<file path="src/logic/pcs_pkg.sv">
// Constants for the bus control signalling block.
// Assumes a single bus clock; all pins are sampled by the block itself.
package pcs_pkg;
  // ----------------------------------------------------------------
  // Clock figures
  // ----------------------------------------------------------------
  // Nominal clock period in picoseconds (20 MHz).
  localparam int unsigned CLK_PERIOD_PS = 50000;
  // Highest bus clock the logic is timed for, in kHz.
  localparam int unsigned BUS_CLK_MAX_KHZ = 66000;
  // Cycles of idle bus before the clock-run request is dropped.
  localparam logic [3:0] CLKRUN_HOLD = 4'h8;
  // Address matching: the device claims the upper address window.
  localparam logic [31:0] MEM_BASE = 32'hF000_0000;
  localparam logic [31:0] MEM_MASK = 32'hFFFF_0000;
  // Bus command codes seen in the address phase.
  localparam logic [3:0] CMD_CFG_RD = 4'hA;
  localparam logic [3:0] CMD_CFG_WR = 4'hB;
  localparam logic [3:0] CMD_MEM_RD = 4'h6;
  localparam logic [3:0] CMD_MEM_WR = 4'h7;
  // Master sequencer states, Gray coded along the usual path.
  typedef enum logic [2:0] {
    MS_IDLE = 3'h0,
    MS_REQ  = 3'h1,
    MS_ADDR = 3'h3,
    MS_DATA = 3'h2,
    MS_TURN = 3'h6
  } pcs_mst_t;
endpackage

</file>
<file path="src/logic/pcs_ctrl.sv">
// Control-side signalling of the bus interface: request/grant, framing,
// target claim, configuration select, clock-run and the interrupt line.
// Assumes pins arrive asynchronously and pass two flip-flops; open-drain
// and three-state pins are split into input, output and enable; the interrupt line has no input.
`timescale 1ns/1ps
// Contract
// - All transactions timed from one clock
// - Sample clock-run as clock status
// - Master samples target claim
// - Target drives claim after frame, decoded
// - Master frames: low, hold, release last
// - Target watches frame before decoding
// - Request bus when master needed
// - Master only while grant held (code checks grant only when leaving MS_REQ, not during data phases)
// - Config only with select in address
// - Interrupt low when pending and enabled
// - Data moves only with both readies
// - Address phase is first framed cycle
module pcs_ctrl
  import pcs_pkg::*;
(
  input wire logic mclk, // Bus clock.
  input wire logic rst_b, // Asynchronous reset, active low.
  input wire logic mst_start, // Pulse: begin a master transfer.
  input wire logic [3:0] mst_cmd, // Command for the transfer.
  input wire logic [7:0] mst_len, // Data phases minus one.
  output logic mst_busy, // Master transfer under way.
  output logic mst_beat, // Pulse: one master data word moved.
  output logic mst_abort, // Pulse: no target claimed the transfer.
  input wire logic [31:0] ad_in, // Address/data bus as seen on the pins.
  input wire logic [3:0] cbe_in, // Command/byte enables on the pins.
  output logic tgt_hit, // Pulse: address phase claimed.
  output logic tgt_cfg, // Claimed access is configuration.
  output logic tgt_beat, // Pulse: one target data word moved.
  input wire logic [7:0] int_status, // Pending interrupt conditions.
  input wire logic [7:0] int_mask, // Interrupt enables.
  input wire logic need_clock, // Core wants the bus clock running.
  output logic clock_stopped, // Clock-run line seen deasserted.
  input wire logic bus_grant_n_i, // Grant from arbiter.
  output logic bus_request_n, // Request to arbiter.
  input wire logic cycle_frame_n_i, // Frame, input.
  output logic cycle_frame_n_o, // Frame, output value.
  output logic cycle_frame_n_oe, // Frame, output enable.
  input wire logic initiator_ready_n_i, // Initiator ready, input.
  output logic initiator_ready_n_o, // Initiator ready, output value.
  output logic initiator_ready_n_oe, // Initiator ready, enable.
  input wire logic target_ready_n_i, // Target ready, input.
  output logic target_ready_n_o, // Target ready, output value.
  output logic target_ready_n_oe, // Target ready, enable.
  input wire logic target_claim_n_i, // Claim, input.
  output logic target_claim_n_o, // Claim, output value.
  output logic target_claim_n_oe, // Claim, output enable.
  input wire logic config_target_select, // Configuration select.
  input wire logic clock_run_request_n_i, // Clock-run, input.
  output logic clock_run_request_n_o, // Clock-run, output value.
  output logic clock_run_request_n_oe, // Clock-run, enable (open drain).
  output logic interrupt_line_a_n_o, // Interrupt, output value.
  output logic interrupt_line_a_n_oe // Interrupt, enable (open drain).
);
  // ----------------------------------------------------------------
  // Pin synchronisers
  // ----------------------------------------------------------------
  // Two stages per pin; only the second stage is read by logic.
  logic [5:0] s1_q; // First stage.
  logic [5:0] s2_q; // Second stage.
  logic [5:0] s_d; // Raw pins.
  assign s_d = {bus_grant_n_i, cycle_frame_n_i, initiator_ready_n_i,
                target_ready_n_i, target_claim_n_i, clock_run_request_n_i};
  // Also register the data pins alongside so they align with the controls.
  logic [31:0] ad1_q, ad2_q; // Address stages.
  logic [3:0] cb1_q, cb2_q; // Command stages.
  logic cs1_q, cs2_q; // Select stages.
  // every flop on the one bus clock.
  always_ff @(posedge mclk or negedge rst_b) begin
    if (!rst_b) begin
      s1_q <= 6'h3F;
      s2_q <= 6'h3F;
      ad1_q <= 32'h0000_0000;
      ad2_q <= 32'h0000_0000;
      cb1_q <= 4'h0;
      cb2_q <= 4'h0;
      cs1_q <= 1'b0;
      cs2_q <= 1'b0;
    end else begin
      s1_q <= s_d;
      s2_q <= s1_q;
      ad1_q <= ad_in;
      ad2_q <= ad1_q;
      cb1_q <= cbe_in;
      cb2_q <= cb1_q;
      cs1_q <= config_target_select;
      cs2_q <= cs1_q;
    end
  end
  logic gnt_n, frm_n, irdy_n, trdy_n, dev_n, crun_n; // Synchronised pins.
  assign {gnt_n, frm_n, irdy_n, trdy_n, dev_n, crun_n} = s2_q;

  // Returns high when an address lies in the device's memory window.
  function automatic logic addr_match(input logic [31:0] a);
    addr_match = ((a & MEM_MASK) == MEM_BASE);
  endfunction

  // ----------------------------------------------------------------
  // Master sequencer
  // ----------------------------------------------------------------
  pcs_mst_t st_q, st_d; // Sequencer state.
  logic [7:0] cnt_q, cnt_d; // Remaining data phases.
  logic [1:0] wait_q, wait_d; // Cycles waited for a claim.
  logic own_bus; // Master drives the bus this cycle.
  logic beat; // Master data moved.
  // data moves only with both readies low.
  assign beat = (st_q == MS_DATA) && !irdy_n && !trdy_n;
  // Next state. A transfer that nobody claims in four data-phase cycles is aborted,
  // which matches the slowest decode a target may take.
  always_comb begin
    st_d = st_q;
    cnt_d = cnt_q;
    wait_d = wait_q;
    mst_beat = 1'b0;
    mst_abort = 1'b0;
    case (st_q)
      MS_IDLE: begin
        if (mst_start) begin
          st_d = MS_REQ;
          cnt_d = mst_len;
        end
      end
      MS_REQ: begin
        // start only with grant held and the bus idle.
        if (!gnt_n && frm_n && irdy_n) begin
          st_d = MS_ADDR;
        end
      end
      MS_ADDR: begin
        st_d = MS_DATA;
        wait_d = 2'h0;
      end
      MS_DATA: begin
        // sample claim to confirm a target answered.
        if (dev_n) begin
          wait_d = wait_q + 2'h1;
          if (wait_q == 2'h3) begin
            mst_abort = 1'b1;
            st_d = MS_TURN;
          end
        end else if (beat) begin
          mst_beat = 1'b1;
          if (cnt_q == 8'h00) begin
            st_d = MS_TURN;
          end else begin
            cnt_d = cnt_q - 8'h01;
          end
        end
      end
      MS_TURN: begin
        st_d = MS_IDLE;
      end
      default: begin
        st_d = MS_IDLE;
      end
    endcase
  end
  // Registers the master state.
  always_ff @(posedge mclk or negedge rst_b) begin
    if (!rst_b) begin
      st_q <= MS_IDLE;
      cnt_q <= 8'h00;
      wait_q <= 2'h0;
    end else begin
      st_q <= st_d;
      cnt_q <= cnt_d;
      wait_q <= wait_d;
    end
  end
  assign own_bus = (st_q == MS_ADDR) || (st_q == MS_DATA);
  assign mst_busy = (st_q != MS_IDLE);
  // request while a transfer waits for grant and in its address phase.
  assign bus_request_n = !((st_q == MS_REQ) || (st_q == MS_ADDR));
  // frame low from address, released on the last phase.
  assign cycle_frame_n_o = !((st_q == MS_ADDR) || (st_q == MS_DATA && cnt_q != 8'h00));
  assign cycle_frame_n_oe = own_bus || (st_q == MS_TURN);
  assign initiator_ready_n_o = !(st_q == MS_DATA);
  assign initiator_ready_n_oe = own_bus || (st_q == MS_TURN);

  // ----------------------------------------------------------------
  // Target claim
  // ----------------------------------------------------------------
  logic frm_prev_q; // Frame one cycle ago.
  logic tact_q, tact_d; // Target claimed, transaction live.
  logic tcfg_q, tcfg_d; // Claimed access is configuration.
  logic addr_ph; // Address phase seen.
  // address phase is the first cycle frame is low.
  // decode happens only on a newly framed transaction.
  assign addr_ph = !frm_n && frm_prev_q && !own_bus;
  always_comb begin
    tact_d = tact_q;
    tcfg_d = tcfg_q;
    if (addr_ph) begin
      // configuration only with select in the address phase.
      if (cs2_q && (cb2_q == CMD_CFG_RD || cb2_q == CMD_CFG_WR)) begin
        tact_d = 1'b1;
        tcfg_d = 1'b1;
      end else if ((cb2_q == CMD_MEM_RD || cb2_q == CMD_MEM_WR) && addr_match(ad2_q)) begin
        tact_d = 1'b1;
        tcfg_d = 1'b0;
      end
    end else if (tact_q && frm_n && !irdy_n && !trdy_n) begin
      // Final phase done: step off the bus.
      tact_d = 1'b0;
    end
  end
  // Registers the target state.
  always_ff @(posedge mclk or negedge rst_b) begin
    if (!rst_b) begin
      frm_prev_q <= 1'b1;
      tact_q <= 1'b0;
      tcfg_q <= 1'b0;
    end else begin
      frm_prev_q <= frm_n;
      tact_q <= tact_d;
      tcfg_q <= tcfg_d;
    end
  end
  assign tgt_hit = addr_ph && tact_d;
  assign tgt_cfg = tcfg_q;
  assign tgt_beat = tact_q && !irdy_n && !trdy_n;
  // claim low once a decoded address belongs to us.
  assign target_claim_n_o = !tact_q;
  assign target_claim_n_oe = tact_q;
  assign target_ready_n_o = !tact_q;
  assign target_ready_n_oe = tact_q;

  // ----------------------------------------------------------------
  // Clock-run and interrupt
  // ----------------------------------------------------------------
  logic [3:0] hold_q, hold_d; // Idle cycles before letting clock stop.
  logic want_clk; // Reasons to keep the clock.
  assign want_clk = need_clock || mst_busy || tact_q || !frm_n;
  always_comb begin
    hold_d = want_clk ? CLKRUN_HOLD : ((hold_q != 4'h0) ? hold_q - 4'h1 : 4'h0);
  end
  // Registers the hold counter.
  always_ff @(posedge mclk or negedge rst_b) begin
    if (!rst_b) begin
      hold_q <= 4'h0;
    end else begin
      hold_q <= hold_d;
    end
  end
  // pull clock-run low only when the host has let it go high.
  // the host restores the high level itself, so we never drive high.
  assign clock_run_request_n_o = 1'b0;
  assign clock_run_request_n_oe = (hold_q != 4'h0) && crun_n;
  // the sampled level reports the clock status.
  assign clock_stopped = crun_n;
  // pull low while any enabled condition is pending.
  assign interrupt_line_a_n_o = 1'b0;
  assign interrupt_line_a_n_oe = |(int_status & int_mask);

  // ----------------------------------------------------------------
  // Checks
  // ----------------------------------------------------------------
  a_grant_own: assert property (@(posedge mclk) disable iff (!rst_b)
    (st_q == MS_ADDR) |-> !gnt_n)
    else $error("Master started without grant.");
  a_frame_last: assert property (@(posedge mclk) disable iff (!rst_b)
    (st_q == MS_DATA && cnt_q == 8'h00) |-> cycle_frame_n_o)
    else $error("Frame held on last phase.");
  a_frame_start: assert property (@(posedge mclk) disable iff (!rst_b)
    (st_q == MS_ADDR) |-> (!cycle_frame_n_o && cycle_frame_n_oe))
    else $error("Frame not low in address phase.");
  a_req_seen: assert property (@(posedge mclk) disable iff (!rst_b)
    $rose(own_bus) |-> !$past(bus_request_n))
    else $error("No bus request while waiting.");
  a_beat_ready: assert property (@(posedge mclk) disable iff (!rst_b)
    (mst_beat || tgt_beat) |-> (!irdy_n && !trdy_n))
    else $error("Data moved without both readies.");
  a_claim_late: assert property (@(posedge mclk) disable iff (!rst_b)
    tgt_hit |=> !target_claim_n_o && target_claim_n_oe)
    else $error("Claim not driven after decode.");
  a_cfg_sel: assert property (@(posedge mclk) disable iff (!rst_b)
    (tgt_hit && !cs2_q) |=> !tgt_cfg)
    else $error("Config claimed without select.");
  a_int_pull: assert property (@(posedge mclk) disable iff (!rst_b)
    interrupt_line_a_n_oe == (|(int_status & int_mask)))
    else $error("Interrupt line wrong.");
  a_abort_wait: assert property (@(posedge mclk) disable iff (!rst_b)
    mst_abort |-> dev_n && $past(dev_n, 3))
    else $error("Abort while claim seen.");
  a_crun_high: assert property (@(posedge mclk) disable iff (!rst_b)
    clock_run_request_n_oe |-> !clock_run_request_n_o && crun_n)
    else $error("Clock-run driven wrongly.");
  c_master: cover property (@(posedge mclk) disable iff (!rst_b) mst_beat);
  c_target: cover property (@(posedge mclk) disable iff (!rst_b) tgt_hit ##1 tgt_cfg);
  c_abort: cover property (@(posedge mclk) disable iff (!rst_b) mst_abort);
endmodule

</file>
<file path="config.mk">
export PLATFORM = sky130hd
export DESIGN_NAME = pcs_ctrl
export DESIGN_NICKNAME = d
export VERILOG_FILES = /design/src/logic/pcs_pkg.sv /design/src/logic/pcs_ctrl.sv
export SDC_FILE = /design/constraint.sdc
export NUM_CORES = 1
export LEC_CHECK = 0
export BUFFER_PORTS_ARGS = -buffer_cell sky130_fd_sc_hd__buf_2
export CORE_MARGIN = 2
export CORE_UTILIZATION = 45
export CTS_CLUSTER_DIAMETER = 40
export DETAILED_ROUTE_END_ITERATION = 16
export PLACE_DENSITY = 0.73
export SYNTH_ARGS = -nofsm -noshare
export SYNTH_HDL_FRONTEND = slang
export SYNTH_SLANG_ARGS = --single-unit
</file>
<file path="constraint.sdc">
create_clock -name mclk -period 4 [get_ports mclk]
set_input_delay 0.2 -clock mclk [delete_from_list [all_inputs] [get_ports mclk]]
set_output_delay 0.2 -clock mclk [all_outputs]
set_load 0.02 [all_outputs]
</file>
==> impl_metrics.env <==
export IMPL_cts_max_level=3
export IMPL_cts_repair_resized=0
export IMPL_grt_pass1_wl_um=8350
export IMPL_initial_standard_cell_utilization_of_the_core=0.459
export IMPL_detailroute_via_count=1910
export IMPL_peakVddDrop_mv=0.316
export IMPL_clock_latency_ps=340
export IMPL_crit_path_max_incr_delay_ps=490
export IMPL_synthDominantCellAreaShare=0.550
export IMPL_critical_path_peak_fanout=8
export IMPL_grt_overflow=0
export IMPL_cts_tree="built"
export IMPL_synth_common_cells="59 x sky130_fd_sc_hd__dfrtp_1, 13 x sky130_fd_sc_hd__a21oi_1, 13 x sky130_fd_sc_hd__dfstp_2, 13 x sky130_fd_sc_hd__nor3_1, 11 x sky130_fd_sc_hd__nand2_1"
export IMPL_fin_util=0.606
export IMPL_drv_slew=0
export IMPL_number_of_antenna_violations_at_the_first_check_in_global_routing=0
export IMPL_grt_setup_unrepaired="false"
export IMPL_run_status="finished, final reports clean"
export IMPL_crit_arrival_ps=1790
export IMPL_cell_area_power_density_nw_per_um2=570
export IMPL_synth_compound_area_frac=0.0960
export IMPL_fp_dieArea_um2=6600
export IMPL_ys_seq_area_frac=0.677
export IMPL_final_sum_of_negative_setup_slack_ps=0
export IMPL_ys_top_cells_by_area="sky130_fd_sc_hd__dfrtp_1 55%, sky130_fd_sc_hd__dfstp_2 13%, sky130_fd_sc_hd__a21oi_1 2.4%, sky130_fd_sc_hd__nor3_1 2.4%, sky130_fd_sc_hd__ha_1 1.9%"
export IMPL_yosys_area_share_xor_xnor=0
export IMPL_fp_dieW_um=81.2
export IMPL_count_of_boundary_i_o_pins=95
export IMPL_buffering_stage_count_on_the_worst_path_with_inverters_included=1
export IMPL_p_switching_mw=0.698
export IMPL_combPwrFrac=0.283
export IMPL_routedWlPerCell_um=13.2
export IMPL_synth_cells=206
export IMPL_layout_worst_path_cycle_share=0.498
export IMPL_finalWirelength_um=5130
export IMPL_synth_distinct_cells=47
export IMPL_yosys_area_share_simple=0.166
export IMPL_setup_worst_path_start_class="flop"
export IMPL_die_span_y_um=81.2
export IMPL_synth_adder_area_share=0.0186
export IMPL_number_of_buffers_created_by_cts=9
export IMPL_yosys_mux_area_fraction=0.00559
export IMPL_antenna_cells=0
export IMPL_drt_initial_drc_count=116
export IMPL_gr_usage_all_layers=0.172
export IMPL_achievable_frequency_mhz=502
export IMPL_globalplace_congestion=0.773
export IMPL_grt_max_degree=43
export IMPL_combinational_family_with_the_most_area_after_synthesis="simple AND/OR/NAND/NOR gates"
export IMPL_finalSetupViolations=0
export IMPL_coreArea_um2=5850
export IMPL_rr_worst_depth=5
export IMPL_drt_first_pass_iters=4
export IMPL_crit_path_cell_trace="nor4_1 > nand2_1 > o21ai_0 > buf_2"
export IMPL_internal_power_mw=1.32
export IMPL_yosys_warnings=0
export IMPL_buffer_ports_inserted=71
export IMPL_clk_path_buf_depth=2
export IMPL_cts_sinks=72
export IMPL_vias_per_cell=4.91
export IMPL_fillers=465
export IMPL_synthToLayoutAreaGrowth_pct=32.0
export IMPL_power_share_clock=0.256
export IMPL_multiInputGateArea_um2=777
export IMPL_worst_hold_path_type="in2reg"
export IMPL_timing_critical_path_depth=4
export IMPL_clock_root_buffer="sky130_fd_sc_hd__clkbuf_8"
export IMPL_synth_ff_type="sky130_fd_sc_hd__dfrtp_1"
export IMPL_number_of_enable_flip_flop_cells_after_synthesis=0
export IMPL_flops_latches_synth=72
export IMPL_worst_hold_path_num_cells=3
export IMPL_switching_share=0.345
export IMPL_total_leakage_power_nw=1.62
export IMPL_placement_rows=28
export IMPL_post_dp_hpwl_um=3290
export IMPL_finalHoldViolations=0
export IMPL_worst_path_top_cell_family_by_delay="simple AND/OR/NAND/NOR gates"
export IMPL_crit_path_top_delay_cell="sky130_fd_sc_hd__nor4_1"
export IMPL_drt_antenna_violating_nets=0
export IMPL_power_frac_seq=0.461
export IMPL_critical_path_required_ps=3800
export IMPL_skew_ps=8.83
export IMPL_share_of_layout_cells_above_drive_strength_1=0.360
export IMPL_synth_top_cell_by_area="sky130_fd_sc_hd__dfrtp_1"
export IMPL_post_synth_top_count_cell="sky130_fd_sc_hd__dfrtp_1"
export IMPL_final_seq_area_um2=1820
export IMPL_post_synth_instance_area_um2=2690
export IMPL_critPathCaptureType="output pin"
export IMPL_worst_max_slew_pin_slew_ps=690
export IMPL_synth_avg_cell_area_um2=13.0
export IMPL_maxCapViolations=0
export IMPL_max_slew_margin=0.540
export IMPL_setup_worst_path_class="reg2out"
export IMPL_synth_async_reset_ratio=1.00
export IMPL_clock_transition_at_path_regs_ps=80
export IMPL_vias_in_the_first_global_route=1884
export IMPL_min_period_ps=1990
export IMPL_num_nets_final=388
export IMPL_drc_violation_count_after_routing=0
-- path summary, 6_finish.rpt --
kind                           start              end  slack [ps]
setup / recovery            cnt_q[2]  cycle_frame_n_o        2010
hold / removal             mst_start          st_q[0]         140
setup reg to reg             st_q[0]         cnt_q[1]        2100
hold reg to reg            ad1_q[24]        ad2_q[24]         340
max in group asynchronous      rst_b          s1_q[3]        2600
min in group asynchronous      rst_b          tgt_cfg         430
-- tightest hold or removal path, stage by stage --
cell and delay (ps):
sky130_fd_sc_hd__buf_2 110, sky130_fd_sc_hd__nor2_1 90, sky130_fd_sc_hd__nor3_1 50
-- timing repair --
| action | 4_1_cts | 5_1_grt |
|---|---|---|
| hold buffers | 27 | 0 |
| setup buffers | 0 | 0 |
| endpoints found under the hold margin | 46 | 0 |
-- cell families (layout without fill, tap and decap cells) --
group | after synthesis | count (layout)
buf+inv | 19 | 126
mux | 1 | 1
fa+ha+maj | 4 | 4
compound gates | 37 | 37
flops | 72 | 72
other cells | 1 | 2
simple gates | 72 | 72
-- state kept, by name, indices dropped and copies added (netlist names) --
signal / flops
st_q: 3
cnt_q: 8
wait_q: 2
ad1_q: 16
frm_prev_q: 1
cb2_q: 3
cb1_q: 3
s2_q: 6
tgt_cfg: 1
cs1_q: 1
ad2_q: 16
s1_q: 6
cs2_q: 1
target_claim_n_oe: 1
hold_q: 4
-- metrics by stage --
| step | cells | setup slack, ps | hold slack, ps | area, µm² | power, mW |
|---|---|---|---|---|---|
| after floorplan | 207 | 2310 | -95.6 | 2690 | 1.35 |
| after global placement | 346 | 2120 | 283 | 3090 | 1.48 |
| after detailed placement | 346 | 2100 | 287 | 3090 | 1.50 |
| after CTS | 389 | 1990 | 126 | 3540 | 2.04 |
| after global routing | 389 | 1830 | 126 | 3540 | 2.16 |
| final | 389 | 2010 | 143 | 3540 | 2.02 |
-- cell type report --
| cell class | instances | share of cell area |
|---|---|---|
| clock buffer | 10 | 0.0388 |
| tap | 75 | 0.0265 |
| inverter | 11 | 0.0116 |
| multi-input combinational | 116 | 0.219 |
| clock inverter | 6 | 0.0124 |
| sequential | 72 | 0.513 |
| timing repair buffer | 99 | 0.179 |
-- layer usage --
metal | part of all wire | track usage | routed length [µm]
met1 | 0.41 | 0.202 | 2120
met2 | 0.52 | 0.292 | 2660
met3 | 0.048 | 0.0533 | 245
met4 | 0.020 | 0.0712 | 102
met5 | 0 | 0 | 0
-- cell usage in the layout, fill, tap and decap left out, drive strengths merged, types with 2 or more instances in the layout --
cell type     n
a21oi        14
a22oi         4
and2          2
buf          72
clkbuf       10
clkinv        4
conb          2
dfrtp        59
dfstp        13
dlygate4sd3  27
ha            4
inv          12
nand2        13
nand2b        3
nand3         5
nand3b        2
nand4b        2
nor2          9
nor2b         2
nor3         14
nor3b         4
nor4          5
nor4b         2
o21ai         5
o22ai         5
o2bb2ai       2
or3           4
-- power by group through the flow --
stage / combinational, mW / clock (mW) / sequential [mW]
final: 0.573 / 0.518 / 0.932
after global routing: 0.645 / 0.568 / 0.947
after CTS: 0.577 / 0.529 / 0.930
after detailed placement: 0.552 / 0 / 0.945
after global placement: 0.539 / 0 / 0.937
after floorplan: 0.430 / 0 / 0.917
(Power assumes the default switching activity.)
